==> src/inc/adc_ctrl_pkg.sv <==
// Package: register map, field layout, reset values and structs of the converter control block
package adc_ctrl_pkg;
  // Register byte addresses (one aligned word each)
  localparam logic [11:0] RESULT_LOW_ADDR = 12'h000;
  localparam logic [11:0] RESULT_HIGH_ADDR = 12'h004;
  localparam logic [11:0] CONTROL_0_ADDR = 12'h008;
  localparam logic [11:0] CONTROL_1_ADDR = 12'h00C;
  localparam logic [11:0] PIN_ENABLE_ADDR = 12'h010;
  localparam logic [11:0] IRQ_STATUS_ADDR = 12'h014;
  localparam logic [11:0] IRQ_MASK_ADDR = 12'h018;
  // Control 0 fields
  localparam int START_BIT = 7;
  localparam int PENDING_BIT = 6;
  localparam int POWER_DOWN_BIT = 5;
  localparam int JUSTIFY_BIT = 4;
  localparam logic [7:0] CONTROL_0_WMASK = 8'hB7;
  localparam logic [7:0] CONTROL_0_RESET = 8'h60;
  // Control 1 fields
  localparam int INT_REF_BIT = 7;
  localparam int BAND_GAP_BIT = 6;
  localparam int REF_SOURCE_BIT = 4;
  localparam logic [7:0] CONTROL_1_WMASK = 8'hD7;
  localparam logic [7:0] CONTROL_1_RESET = 8'h00;
  localparam logic [7:0] PIN_ENABLE_RESET = 8'hFF;
  localparam logic [2:0] CLOCK_CODE_UNUSED = 3'h7;
  // Conversion length in converter clock periods
  localparam logic [3:0] CONV_CLOCKS = 4'hC;
  // Interrupt status bit: end of conversion
  localparam int IRQ_DONE_BIT = 0;

  typedef struct packed {
    logic start;
    logic pending;
    logic power_down;
    logic justify;
    logic [2:0] channel;
  } control_0_s;

  typedef struct packed {
    logic int_ref;
    logic band_gap;
    logic ref_source;
    logic [2:0] clk_div;
  } control_1_s;
endpackage

==> src/adc_control_and_result_regs.sv <==
// Converter control and result registers with an APB slave port
//
// Overview of operation
// - 12-bit result lives in two read-only bytes; writes never change them.
// - Justify 0: high=bits 11..4, low upper nibble=3..0; justify 1: right aligned.
// - Result bit positions not carrying data read as zero.
// - Result registers show the new value as soon as conversion ends.
// - One conversion core shared; exactly one source routed at a time.
// - Source chosen by channel field and internal reference select bit.
// - Internal reference select routes band gap voltage instead of a pin.
// - Pin enable bit 1 makes pin analog and drops its other function.
// - Analog pins always have their pull-high resistor disconnected.
// - Power-down bit must be 0 to convert; 1 switches the core off.
// - Start bit low-high-low pulse begins a conversion after completion.
// - Start held high holds converter in reset, pending flag stays 1.
// - Conversion end clears pending flag and raises converter interrupt request.
// - Clock field divides system clock by 1 to 64; code 111 unused.
`timescale 1ns/1ps
module adc_control_and_result_regs #(
  parameter int RESULT_WIDTH = 12,
  parameter int PIN_COUNT = 8
) (
  // Clock and reset
  input wire logic clk_i,
  input wire logic srst_i,
  // APB slave
  input wire logic psel_i,
  input wire logic penable_i,
  input wire logic pwrite_i,
  input wire logic [11:0] paddr_i,
  input wire logic [31:0] pwdata_i,
  output logic [31:0] prdata_o,
  output logic pready_o,
  output logic pslverr_o,
  // Conversion core
  input wire logic [RESULT_WIDTH-1:0] core_result_i,
  output logic core_reset_o,
  output logic core_power_down_o,
  output logic core_clk_en_o,
  output logic core_sample_o,
  output logic [2:0] core_channel_o,
  output logic core_band_gap_sel_o,
  output logic band_gap_enable_o,
  output logic reference_source_select_o,
  // Shared pins
  output logic [PIN_COUNT-1:0] pin_analog_o,
  output logic [PIN_COUNT-1:0] pull_high_block_o,
  // Interrupt
  output logic irq_o
);
  typedef enum {IDLE, CONVERT} conv_state_e;

  adc_ctrl_pkg::control_0_s ctl0_r;
  adc_ctrl_pkg::control_1_s ctl1_r;
  logic [PIN_COUNT-1:0] pin_enable_r;
  logic [RESULT_WIDTH-1:0] result_r;
  logic irq_status_r;
  logic irq_mask_r;
  conv_state_e state_r;
  logic [5:0] div_cnt_r;
  logic [3:0] bit_cnt_r;
  logic armed_r;
  logic done_pulse;
  logic wr_en;
  logic rd_en;
  logic addr_ok;
  logic [5:0] div_limit;
  logic div_tick;
  logic [7:0] res_low;
  logic [7:0] res_high;
  logic [7:0] wbyte;
  // Write commit: access phase with ready high
  logic wr_commit;
  logic [7:0] ctl0_rd;
  logic [7:0] ctl1_rd;
  logic [31:0] rd_word;

  assign wr_en = psel_i && penable_i && pwrite_i;
  assign rd_en = psel_i && !penable_i && !pwrite_i;
  assign wr_commit = wr_en && pready_o;
  assign wbyte = pwdata_i[7:0];

  // Decoded register window; anything else answers with an error
  always_comb begin
    case (paddr_i)
      adc_ctrl_pkg::RESULT_LOW_ADDR,
      adc_ctrl_pkg::RESULT_HIGH_ADDR,
      adc_ctrl_pkg::CONTROL_0_ADDR,
      adc_ctrl_pkg::CONTROL_1_ADDR,
      adc_ctrl_pkg::PIN_ENABLE_ADDR,
      adc_ctrl_pkg::IRQ_STATUS_ADDR,
      adc_ctrl_pkg::IRQ_MASK_ADDR: addr_ok = 1'b1;
      default: addr_ok = 1'b0;
    endcase
  end

  // Result byte layout by justification
  always_comb begin
    if (ctl0_r.justify) begin
      res_high = {4'h0, result_r[11:8]};
      res_low = result_r[7:0];
    end else begin
      res_high = result_r[11:4];
      res_low = {result_r[3:0], 4'h0};
    end
  end

  // Read views of the control registers
  assign ctl0_rd = {ctl0_r.start, ctl0_r.pending, ctl0_r.power_down, ctl0_r.justify, 1'b0, ctl0_r.channel};
  assign ctl1_rd = {ctl1_r.int_ref, ctl1_r.band_gap, 1'b0, ctl1_r.ref_source, 1'b0, ctl1_r.clk_div};

  // Read data mux; result bytes are only ever seen through it
  always_comb begin
    case (paddr_i)
      adc_ctrl_pkg::RESULT_LOW_ADDR: rd_word = {24'h000000, res_low};
      adc_ctrl_pkg::RESULT_HIGH_ADDR: rd_word = {24'h000000, res_high};
      adc_ctrl_pkg::CONTROL_0_ADDR: rd_word = {24'h000000, ctl0_rd};
      adc_ctrl_pkg::CONTROL_1_ADDR: rd_word = {24'h000000, ctl1_rd};
      adc_ctrl_pkg::PIN_ENABLE_ADDR: rd_word = {24'h000000, pin_enable_r};
      adc_ctrl_pkg::IRQ_STATUS_ADDR: rd_word = {31'h00000000, irq_status_r};
      adc_ctrl_pkg::IRQ_MASK_ADDR: rd_word = {31'h00000000, irq_mask_r};
      default: rd_word = 32'h00000000;
    endcase
  end

  // APB answer: zero wait states, data registered in setup phase
  always_ff @(posedge clk_i) begin
    if (srst_i) begin
      pready_o <= 1'b0;
      pslverr_o <= 1'b0;
      prdata_o <= 32'h00000000;
    end else begin
      pready_o <= psel_i && !penable_i;
      pslverr_o <= psel_i && !penable_i && !addr_ok;
      if (rd_en) begin
        prdata_o <= rd_word;
      end
    end
  end

  // Control register writes; result addresses have no write path
  always_ff @(posedge clk_i) begin
    if (srst_i) begin
      ctl0_r.start <= 1'b0;
      ctl0_r.power_down <= adc_ctrl_pkg::CONTROL_0_RESET[adc_ctrl_pkg::POWER_DOWN_BIT];
      ctl0_r.justify <= 1'b0;
      ctl0_r.channel <= 3'h0;
    end else if (wr_commit && paddr_i == adc_ctrl_pkg::CONTROL_0_ADDR) begin
      ctl0_r.start <= wbyte[adc_ctrl_pkg::START_BIT];
      ctl0_r.power_down <= wbyte[adc_ctrl_pkg::POWER_DOWN_BIT];
      ctl0_r.justify <= wbyte[adc_ctrl_pkg::JUSTIFY_BIT];
      ctl0_r.channel <= wbyte[2:0];
    end
  end

  always_ff @(posedge clk_i) begin
    if (srst_i) begin
      ctl1_r <= '0;
    end else if (wr_commit && paddr_i == adc_ctrl_pkg::CONTROL_1_ADDR) begin
      ctl1_r.int_ref <= wbyte[adc_ctrl_pkg::INT_REF_BIT];
      ctl1_r.band_gap <= wbyte[adc_ctrl_pkg::BAND_GAP_BIT];
      ctl1_r.ref_source <= wbyte[adc_ctrl_pkg::REF_SOURCE_BIT];
      ctl1_r.clk_div <= wbyte[2:0];
    end
  end

  always_ff @(posedge clk_i) begin
    if (srst_i) begin
      pin_enable_r <= '1;
    end else if (wr_commit && paddr_i == adc_ctrl_pkg::PIN_ENABLE_ADDR) begin
      pin_enable_r <= wbyte[PIN_COUNT-1:0];
    end
  end

  always_ff @(posedge clk_i) begin
    if (srst_i) begin
      irq_mask_r <= 1'b0;
    end else if (wr_commit && paddr_i == adc_ctrl_pkg::IRQ_MASK_ADDR) begin
      irq_mask_r <= wbyte[adc_ctrl_pkg::IRQ_DONE_BIT];
    end
  end

  // Converter clock divider: 2**code system clocks per tick for codes 0 to 6; code 111 gives 64 like code 110
  always_comb begin
    case (ctl1_r.clk_div)
      3'h0: div_limit = 6'h00;
      3'h1: div_limit = 6'h01;
      3'h2: div_limit = 6'h03;
      3'h3: div_limit = 6'h07;
      3'h4: div_limit = 6'h0F;
      3'h5: div_limit = 6'h1F;
      3'h6: div_limit = 6'h3F;
      default: div_limit = 6'h3F; // Code 111 is unusable; treated as slowest
    endcase
  end
  assign div_tick = (div_cnt_r >= div_limit);

  // Counter runs only while converting, so every conversion starts phase aligned

  always_ff @(posedge clk_i) begin
    if (srst_i || state_r != CONVERT || div_tick) begin
      div_cnt_r <= 6'h00;
    end else begin
      div_cnt_r <= div_cnt_r + 6'h01;
    end
  end

  // Conversion sequencer
  // Start high or power-down wins over everything; start release arms one sample
  // The twelfth converter clock tick ends the conversion
  assign done_pulse = (state_r == CONVERT) && div_tick && (bit_cnt_r == adc_ctrl_pkg::CONV_CLOCKS - 4'h1);
  always_ff @(posedge clk_i) begin
    if (srst_i) begin
      state_r <= IDLE;
      bit_cnt_r <= 4'h0;
      armed_r <= 1'b0;
      ctl0_r.pending <= 1'b1;
    end else if (ctl0_r.start || ctl0_r.power_down) begin
      state_r <= IDLE;
      bit_cnt_r <= 4'h0;
      armed_r <= ctl0_r.start;
      if (ctl0_r.start) begin
        ctl0_r.pending <= 1'b1;
      end
    end else if (armed_r) begin
      armed_r <= 1'b0;
      state_r <= CONVERT;
      ctl0_r.pending <= 1'b1;
    end else if (state_r == CONVERT && div_tick) begin
      if (done_pulse) begin
        state_r <= IDLE;
        ctl0_r.pending <= 1'b0;
      end
      bit_cnt_r <= bit_cnt_r + 4'h1;
    end
  end

  always_ff @(posedge clk_i) begin
    if (srst_i) begin
      result_r <= '0;
    end else if (done_pulse) begin
      result_r <= core_result_i;
    end
  end

  // Sticky interrupt status: set wins over write-one-to-clear
  always_ff @(posedge clk_i) begin
    if (srst_i) begin
      irq_status_r <= 1'b0;
    end else if (done_pulse) begin
      irq_status_r <= 1'b1;
    end else if (wr_en && pready_o && paddr_i == adc_ctrl_pkg::IRQ_STATUS_ADDR
        && wbyte[adc_ctrl_pkg::IRQ_DONE_BIT]) begin
      irq_status_r <= 1'b0;
    end
  end

  // Core control: reset, power and conversion strobes
  always_ff @(posedge clk_i) begin
    if (srst_i) begin
      core_reset_o <= 1'b1;
      core_power_down_o <= 1'b1;
      core_clk_en_o <= 1'b0;
      core_sample_o <= 1'b0;
    end else begin
      core_reset_o <= ctl0_r.start || ctl0_r.power_down;
      core_power_down_o <= ctl0_r.power_down;
      core_clk_en_o <= (state_r == CONVERT) && div_tick;
      core_sample_o <= armed_r && !ctl0_r.start && !ctl0_r.power_down;
    end
  end

  // Input routing and reference selection; one source reaches the core
  always_ff @(posedge clk_i) begin
    if (srst_i) begin
      core_channel_o <= 3'h0;
      core_band_gap_sel_o <= 1'b0;
      band_gap_enable_o <= 1'b0;
      reference_source_select_o <= 1'b0;
    end else begin
      core_channel_o <= ctl0_r.channel;
      core_band_gap_sel_o <= ctl1_r.int_ref;
      band_gap_enable_o <= ctl1_r.band_gap;
      reference_source_select_o <= ctl1_r.ref_source;
    end
  end

  // Shared pin configuration
  always_ff @(posedge clk_i) begin
    if (srst_i) begin
      pin_analog_o <= '1;
      pull_high_block_o <= '1;
    end else begin
      pin_analog_o <= pin_enable_r;
      pull_high_block_o <= pin_enable_r;
    end
  end

  // Level interrupt line
  always_ff @(posedge clk_i) begin
    if (srst_i) begin
      irq_o <= 1'b0;
    end else begin
      irq_o <= irq_status_r && irq_mask_r;
    end
  end
endmodule // adc_control_and_result_regs

==> config.mk <==
export PLATFORM = sky130hd
export DESIGN_NAME = adc_control_and_result_regs
export DESIGN_NICKNAME = d
export VERILOG_FILES = /design/src/inc/adc_ctrl_pkg.sv /design/src/adc_control_and_result_regs.sv
export SDC_FILE = /design/constraint.sdc
export NUM_CORES = 1
export LEC_CHECK = 0
export BUFFER_PORTS_ARGS = -buffer_cell sky130_fd_sc_hd__buf_2
export CAP_MARGIN = 20
export CORE_MARGIN = 5
export CORE_UTILIZATION = 45
export CTS_CLUSTER_DIAMETER = 40
export CTS_CLUSTER_SIZE = 28
export DETAILED_ROUTE_END_ITERATION = 16
export PLACE_DENSITY = 0.78
export SLEW_MARGIN = 20
export SYNTH_ARGS = -nofsm -noshare
export SYNTH_HDL_FRONTEND = slang
export SYNTH_SLANG_ARGS = --single-unit
==> constraint.sdc <==
create_clock -name clk_i -period 2.8 [get_ports clk_i]
set_clock_uncertainty 0.2 [all_clocks]
set_input_delay 0.14 -clock clk_i [delete_from_list [all_inputs] [get_ports clk_i]]
set_output_delay 0.14 -clock clk_i [all_outputs]
set_load 0.01 [all_outputs]
==> results_dict.tcl, run 1 <==
set metrics [dict create \
    outcome "complete, no violations" \
    numClockSinks 76 \
    rsz0062_at_grt "no" \
    drv_slew 0 \
    ys_warn_count 0 \
    grt_overflow 0 \
    cp_slowest_cell "dfxtp_4" \
    ys_seq_elements 76 \
    grt-busiest-layer "met2" \
    synth_top_flop_cell "dfxtp_1" \
    path_cells "inv_1 > ha_1 > a311o_1 > ha_1 > nand2b_1 > a21o_1 > a21o_1 > and4_4 > buf_4 > o21a_1" \
    crit_type "reg2reg" \
    synthCells 403 \
    worst_pin_slew_ps 534 \
    fin_util_pct 55.9 \
    syn_area_mm2 0.00358 \
    gp_congestion 0.849 \
    synth_edf_count 0 \
    grt_usage_pct 15.8 \
    clockRootBuffer "clkbuf_8" \
    fmax_ghz 0.376 \
    grt_util_met1_pct 20.5 \
    h-tree-depth 3 \
    die_h_um 99.2 \
    dp_hpwl_mm 5.74 \
    io_pins 122 \
    setup_viol 0 \
    dieArea_mm2 0.00984 \
    route.detailed.drc 0 \
    die_width_um 99.2 \
    dp.cells 551 \
    period_needed_ps 2660 \
    nets 557 \
    hold_viol 0 \
    p_per_area_mw_per_mm2 477 \
    hold_depth 5 \
    fin_crit_sh_pct 95.0 \
    cts.path.max_buffers 2 \
    cts_tree "yes" \
    synthTopCellsByArea "dfxtp_1 43%, mux2i_1 8.4%, buf_4 6.7%" \
    drive_gt1_share_pct 22.7 \
    relSlewSlack_pct 64.4 \
    n_fill_cell 679 \
    dr.first_iter.drc_count 198 \
    synth_top_area_share_pct 42.5 \
    cts_buffers 9 \
    yosysSeqAreaShare_pct 42.5 \
    syn_to_final_growth_pct 20.6 \
    grt_first_pass_wirelength_mm 12.6 \
    io_buffers 73 \
    yosys.area.top_type "dfxtp_1" \
    start_kind "flop" \
    fp-row-count 32 \
    antenna_found_initial 0 \
    postSynthAreaPerCell_um2 8.88 \
    ant_nets 0 \
    vdd_drop_max_uv 227 \
    endpoint_kind "flop" \
    clkTransAtPathRegs_ps 80 \
    vias 2973 \
    arrival_ps 2710 \
    detail_route.wl_per_cell_um 13.3 \
    critPathMaxStageDelay_ps 370 \
    routed_via_density 5.02 \
    first_pass_iters 5 \
    final.setup.tns_ps 0 \
    cp_max_fo 5 \
    synthArstFlopShare_pct 0 \
    grt_max_degree 35 \
    use_met2_pct 25.8 \
    initial_core_util_pct 46.3 \
    clk_latency_ps 350 \
    leakage_uw 0.00177 \
    min_path_type "in2reg" \
    worstPathRequired_ps 2850 \
    diodes 0 \
    core_mm2 0.00773 \
    synth_cell_type_count 57 \
    cap_violations 0 \
    whs_ps 89.4 \
    grt_pass1_vias 2712 \
    stdcell_count 592 \
    use_met3_pct 4.00 \
    drt-total-wl_mm 7.85 \
    rr_worst_depth 10 \
]
==> worst paths after layout <==
path                from      endpoint  slack (ps)
min reg2reg  prdata_o[3]   prdata_o[3]         260
max            ctl1_r[1]  irq_status_r         140
min            penable_i   prdata_o[6]          90
max reg2reg    ctl1_r[1]  irq_status_r         140
==> kinds of logic (layout without fill, tap and decap cells) <==
kind of cell / Yosys count / in the layout / share of synthesized area (%)
AOI/OAI and AO/OA: 63 / 63 / 11.8
xor gates and xnor gates: 4 / 4 / 0.979
adders and majority gates: 11 / 11 / 3.84
buffers and inverters: 76 / 140 / 11.8
DFF: 76 / 76 / 42.5
muxes: 34 / 34 / 10.3
other: 1 / 24 / 0.105
and+or+nand+nor: 138 / 138 / 18.7
==> worst max-delay path: cells and delay by family, from the launching register on <==
kind	cells	cell delay [ps]
AO/OA/AOI/OAI	4	830
flip-flops	1	370
adder cells (fa/ha/maj)	2	570
buffers and inverters	2	230
AND/OR/NAND/NOR	2	360
==> registers in the layout, summed over array words and instances (netlist names), 3 cells and up <==
name and flops:
bit_cnt_r 4, core_channel_o 3, pin_enable_r 8, ctl0_r 7, pull_high_block_o 8, div_cnt_r 6
ctl1_r 6, result_r 12, prdata_o 8
==> per-layer routing <==
layer  part of all wire [%]  vias to the layer above
met1                     45                     1347
li1                       -                     1502
met4                    1.3                        0
met2                     45                      116
met3                    8.7                        8
met5                      0                        -
==> cells in the final DEF, fill, tap and decap left out, drive strengths merged, types with 8 or more instances in the layout <==
| cell | instances |
|---|---|
| buf | 80 |
| dfxtp | 76 |
| nor2 | 40 |
| nand2 | 40 |
| mux2i | 30 |
| conb | 24 |
| dlygate4sd3 | 24 |
| a21oi | 21 |
| inv | 20 |
| nor3 | 16 |
| nor2b | 11 |
| ha | 11 |
| clkbuf | 10 |
| o21ai | 8 |
==> cell type report <==
class                      instances  area [µm²]  share of cell area, %
tap                              102         128                   2.96
clock inverter                     6        63.8                   1.48
inverter                          20        75.1                   1.74
timing repair buffer             104         662                   15.3
multi-input combinational        274        1720                   39.9
clock buffer                      10         138                   3.19
sequential                        76        1530                   35.4
==> power by group <==
part	switching, µW	internal (µW)	total [µW]
clock network	404	434	838
registers	1.37	1080	1080
logic	79.3	59.4	139
==> Yosys cell counts (3+ instances only) <==
| cell | instances |
|---|---|
| dfxtp_1 | 76 |
| nand2_1 | 40 |
| nor2_1 | 40 |
| buf_4 | 32 |
| mux2i_1 | 30 |
| a21oi_1 | 21 |
| inv_1 | 20 |
| clkbuf_1 | 15 |
| nor3_1 | 15 |
| ha_1 | 11 |
| nor2b_1 | 11 |
| o21ai_0 | 8 |
| nand3_1 | 6 |
| buf_1 | 5 |
| a31oi_1 | 4 |
| or3_1 | 4 |
| a21o_1 | 3 |
| a221oi_1 | 3 |
| nand2b_1 | 3 |
| o211ai_1 | 3 |
==> what timing repair did <==
item                       4_1_cts  5_1_grt
setup endpoints to repair        1       21
gates resized for setup          1        4
hold endpoints to repair        43        0
buffers inserted                 0        1
hold buffers                    24        0
==> stage by stage <==
step / total power (µW) / setup WS, ps / area, µm²
6_report: 2060 / 140 / 4320
4_1_cts: 2080 / 3.46 / 4300
5_1_grt: 2140 / 6.37 / 4320
2_1_floorplan: 1200 / 11.2 / 3670
3_3_place_gp: 1220 / 115 / 3860
3_5_place_dp: 1220 / 10.4 / 3860
(Power assumes the default switching activity.)
==> run 2, diff against run 1 <==
--- a/config.mk
+++ b/config.mk
@@ -7,8 +7,10 @@
 export LEC_CHECK = 0
 export BUFFER_PORTS_ARGS = -buffer_cell sky130_fd_sc_hd__buf_2
 export CAP_MARGIN = 20
+export CELL_PAD_IN_SITES_DETAIL_PLACEMENT = 2
+export CELL_PAD_IN_SITES_GLOBAL_PLACEMENT = 2
 export CORE_MARGIN = 5
-export CORE_UTILIZATION = 45
+export CORE_UTILIZATION = 26
 export CTS_CLUSTER_DIAMETER = 40
 export CTS_CLUSTER_SIZE = 28
 export DETAILED_ROUTE_END_ITERATION = 16
==> run 2 against run 1 <==
Effect of this change: first-iteration DRC count down 52%; wire length up 36%; clock power up 61%; sequential power about the same; combinational power up 5%; register-to-register slack about the same; critical endpoint unchanged.
==> results_dict.tcl, run 2 (same netlist as run 1, synthesis figures left out) <==
set metrics [dict create \
    syn_to_final_growth_pct 27.8 \
    drv_slew 0 \
    worst_pin_slew_ps 578 \
    initial_core_util_pct 26.8 \
    fin_util_pct 34.3 \
    worstPathRequired_ps 2830 \
    die_h_um 127 \
    clk_latency_ps 340 \
    mostFrequentLayoutCell "dfxtp_1" \
    drt-total-wl_mm 10.7 \
    n_fill_cell 1510 \
    regMostFlops "result_r" \
    path_cells "inv_1 > ha_1 > a311o_1 > ha_1 > nand2b_1 > a21o_1 > a21o_1 > and4_4 > buf_12 > o21a_1" \
    die_width_um 127 \
    endpoint_kind "flop" \
    nets 557 \
    ant_nets 0 \
    period_needed_ps 2670 \
    critPathMaxStageDelay_ps 360 \
    route.met2.wl_mm 5.34 \
    core_mm2 0.0133 \
    arrival_ps 2700 \
    first_pass_iters 4 \
    cts_buffers 9 \
    whs_ps 82.8 \
    vias 3049 \
    cap_violations 0 \
    detail_route.wl_per_cell_um 16.0 \
    vdd_drop_max_uv 274 \
    highest_layer "met4" \
    hold_viol 0 \
    clkTransAtPathRegs_ps 60 \
    met3_length_um 420 \
    wl_met1_mm 4.71 \
    grt_usage_pct 13.2 \
    antenna_found_initial 0 \
    largest_reg_flops 12 \
    drive_gt1_share_pct 23.3 \
    numClockSinks 76 \
    cp_slowest_cell "dfxtp_4" \
    routed_via_density 4.58 \
    leakage_uw 0.00184 \
    dp_hpwl_mm 7.93 \
    grt_overflow 0 \
    min_path_type "in2reg" \
    cts_tree "yes" \
    grt_pass1_vias 3245 \
    p_per_area_mw_per_mm2 564 \
    route.detailed.drc 0 \
    gp_congestion 0.820 \
    crit_type "reg2reg" \
    setup_viol 0 \
    start_kind "flop" \
    final_cell_mix "74 x dfxtp_1, 73 x buf_2, 40 x nand2_1" \
    cts.path.max_buffers 2 \
    placed_area_mm2 0.00398 \
    io_pins 122 \
    io_buffers 73 \
    dr.first_iter.drc_count 96 \
    clockRootBuffer "clkbuf_16" \
    grt_first_pass_wirelength_mm 17.0 \
    fin_crit_sh_pct 95.4 \
    cp_max_fo 15 \
    grt_max_degree 32 \
    diodes 0 \
    dieArea_mm2 0.0162 \
    relSlewSlack_pct 61.5 \
    h-tree-depth 3 \
    rsz0062_at_grt "no" \
    r2r_slack_ps 130 \
    fmax_ghz 0.374 \
    fp-row-count 42 \
    outcome "complete, no violations" \
    fin_area_mm2 0.00457 \
]
run 2: cell types whose count changed in the layout (fill, tap and decap cells not counted), sizes merged:
cell / previous run / this run
bufinv: 1 / 3
clkbuf: 10 / 12
clkinv: 3 / 1
clkinvlp: 2 / 0
buf: 80 / 81
dlygate4sd3: 24 / 23
run 2: per-layer routing:
metal  up-vias  global-route usage [%]
met5         -                       0
met4         0                    5.68
met3        12                    2.00
met2        75                    22.9
met1      1471                    16.3
li1       1491                       -
run 2: stage by stage:
| stage | instances | power (µW) | worst slack, ps | TNS (ps) |
|---|---|---|---|---|
| after detailed placement | 627 | 1230 | -22.9 | -22.9 |
| after global placement | 627 | 1230 | 95.2 | 0 |
| after global routing | 666 | 2670 | 13.5 | 0 |
| final | 666 | 2580 | 128 | 0 |
| after floorplan | 426 | 1200 | 11.2 | 0 |
| after CTS | 666 | 2620 | 23.4 | 0 |
run 2: worst paths after layout:
kind | end | depth (start not counted) | startpoint
worst max-delay path | irq_status_r | 10 | ctl1_r[1]
worst min-delay path | core_band_gap_sel_o | 2 | srst_i
worst max register to register | irq_status_r | 10 | ctl1_r[1]
worst min register to register | div_cnt_r[0] | 1 | div_cnt_r[0]
run 2: layout make-up:
class	instances	area, µm²	share of cell area, %
multi-input cells	274	1730	37.8
flip-flops and latches	76	1530	33.4
repair buffers	104	668	14.6
clock buffers	12	256	5.61
well taps	176	220	4.81
clock inverters	4	95.1	2.08
inverters	20	75.1	1.64
run 2: timing repair:
item / 4_1_cts / 5_1_grt
gates resized for setup: 1 / 7
buffers inserted: 0 / 0
cloned: 0 / 0
endpoints found under the setup margin: 1 / 17
hold endpoints to repair: 37 / 0
hold buffers: 23 / 0
run 2: worst max-delay path: cells and delay by family, from the launching register on:
family / cells / cell delay, ps
DFF: 1 / 360
and+or+nand+nor: 2 / 370
buffers and inverters: 2 / 210
AOI/OAI and AO/OA: 4 / 850
adders and majority gates: 2 / 560
run 2: power breakdown:
part           switching (µW)  total, µW  internal, µW  leakage [µW]
sequential               1.53       1080          1080      0.000615
combinational            86.6        146          59.5       0.00106
clock                     431       1350           918      0.000173
total                     520       2580          2060       0.00184
==> run 3, diff against run 2 <==
--- a/config.mk
+++ b/config.mk
@@ -10,11 +10,12 @@
 export CELL_PAD_IN_SITES_DETAIL_PLACEMENT = 2
 export CELL_PAD_IN_SITES_GLOBAL_PLACEMENT = 2
 export CORE_MARGIN = 5
-export CORE_UTILIZATION = 26
+export CORE_UTILIZATION = 27
+export CTS_BUF_LIST = sky130_fd_sc_hd__clkbuf_2 sky130_fd_sc_hd__clkbuf_4 sky130_fd_sc_hd__clkbuf_8
 export CTS_CLUSTER_DIAMETER = 40
 export CTS_CLUSTER_SIZE = 28
 export DETAILED_ROUTE_END_ITERATION = 16
-export PLACE_DENSITY = 0.78
+export PLACE_DENSITY = 0.8
 export SLEW_MARGIN = 20
 export SYNTH_ARGS = -nofsm -noshare
 export SYNTH_HDL_FRONTEND = slang
==> run 3 against run 2 <==
Effect of this change: combinational power is essentially flat; via count grew 1.3%; sequential cell count is the same; sequential share of layout area grew 0.88 points; non-clock buffer count increased by 2.
==> results_dict.tcl, run 3 (same netlist as run 1, synthesis figures left out) <==
set metrics [dict create \
    outcome "complete, no violations" \
    syn_to_final_growth_pct 24.5 \
    vdd_drop_max_uv 192 \
    cts_buffers 9 \
    nets 559 \
    ant_nets 0 \
    stdcell_count 668 \
    hold_viol 0 \
    cp_max_fo 15 \
    antenna_found_initial 0 \
    detail_route.wl_per_cell_um 16.3 \
    dr.first_iter.drc_count 102 \
    grt_first_pass_wirelength_mm 17.5 \
    diodes 0 \
    setup_viol 0 \
    largest_reg_flops 12 \
    relSlewSlack_pct 60.1 \
    h-tree-depth 3 \
    dieArea_mm2 0.0157 \
    first_pass_iters 4 \
    final.setup.tns_ps 0 \
    start_kind "flop" \
    die_width_um 125 \
    critPathTopFamily "compound AO/OA/AOI/OAI gates" \
    initial_core_util_pct 27.2 \
    cp_slowest_cell "dfxtp_4" \
    dp.cells 626 \
    p_per_area_mw_per_mm2 488 \
    clk_latency_ps 360 \
    fp-row-count 42 \
    worst_pin_slew_ps 598 \
    leakage_uw 0.00179 \
    grt_usage_pct 13.8 \
    drive_gt1_share_pct 23.2 \
    fin_crit_sh_pct 95.8 \
    clkTransAtPathRegs_ps 80 \
    final_cell_mix "74 x dfxtp_1, 73 x buf_2, 40 x nor2_1, 40 x nand2_1, 30 x mux2i_1" \
    vias 3088 \
    crit_type "reg2reg" \
    grt_pass1_vias 3363 \
    gp_congestion 0.821 \
    route.detailed.drc 0 \
    path_buf_inv 2 \
    core_mm2 0.0131 \
    grt_overflow 0 \
    placed_area_mm2 0.00397 \
    worstPathRequired_ps 2850 \
    cts_tree "yes" \
    fin_area_mm2 0.00446 \
    io_buffers 73 \
    fin_util_pct 33.9 \
    cap_violations 0 \
    path_cells "inv_1 > ha_1 > a311o_1 > ha_1 > nand2b_1 > a21o_1 > a21o_1 > and4_4 > buf_12 > o21a_1" \
    whs_ps 51.0 \
    grt_max_degree 32 \
    numClockSinks 76 \
    endpoint_kind "flop" \
    io_pins 122 \
    routed_via_density 4.62 \
    critPathMaxStageDelay_ps 380 \
    cts.path.max_buffers 2 \
    arrival_ps 2730 \
    clockRootBuffer "clkbuf_8" \
    dp_hpwl_mm 8.10 \
    regMostFlops "result_r" \
    die_h_um 125 \
    drt-total-wl_mm 10.9 \
    period_needed_ps 2680 \
    min_path_type "in2reg" \
    mostFrequentLayoutCell "dfxtp_1" \
    fmax_ghz 0.373 \
    drv_slew 0 \
]
==> run 3: layout make-up <==
type                       instances  area [µm²]
multi-input combinational        274        1720
clock inverter                     6        87.6
fill                            1508        8680
timing repair buffer             106         683
clock buffer                      10         138
inverter                          20        75.1
tap                              176         220
sequential                        76        1530
==> run 3: final timing paths <==
path	start	end	slack [ps]	depth (start not counted)
setup / recovery	ctl1_r[2]	irq_status_r	120	10
hold / removal	srst_i	ctl1_r[1]	50	2
setup reg to reg	ctl1_r[2]	irq_status_r	120	10
hold reg to reg	prdata_o[5]	prdata_o[5]	260	2
==> run 3: what timing repair did <==
item | CTS | global route
endpoints found under the setup margin | 10 | 15
buffers inserted | 0 | 3
hold buffers | 23 | 0
endpoints found under the hold margin | 38 | 0
gates resized for setup | 2 | 3
==> run 3: metal layers <==
metal | global-route usage (%) | wire length (µm)
met1 | 16.7 | 4840
met5 | 0 | 0
met4 | 5.61 | 207
met3 | 3.07 | 409
met2 | 23.7 | 5400
==> run 3: per-stage QoR <==
stage	total power [µW]	setup WS, ps
2_1_floorplan	1200	11.2
3_3_place_gp	1220	98.1
3_5_place_dp	1230	-69.5
4_1_cts	2210	1.34
5_1_grt	2270	-0.289
6_report	2180	116
==> run 3: worst register-to-register path, cell delays in order, from the launching register on <==
cell and delay, ps:
dfxtp_4 380, inv_1 70, ha_1 280, a311o_1 280, ha_1 270, nand2b_1 170
a21o_1 210, a21o_1 170, and4_4 200, buf_12 150, o21a_1 190
==> run 3: report_power, final <==
part	internal (µW)	leakage, µW	total (µW)	switching (µW)
Sequential	1080	0.000615	1080	1.36
Combinational	58.7	0.00107	145	86.2
Clock	524	0.000105	949	425
Total	1660	0.00179	2180	512
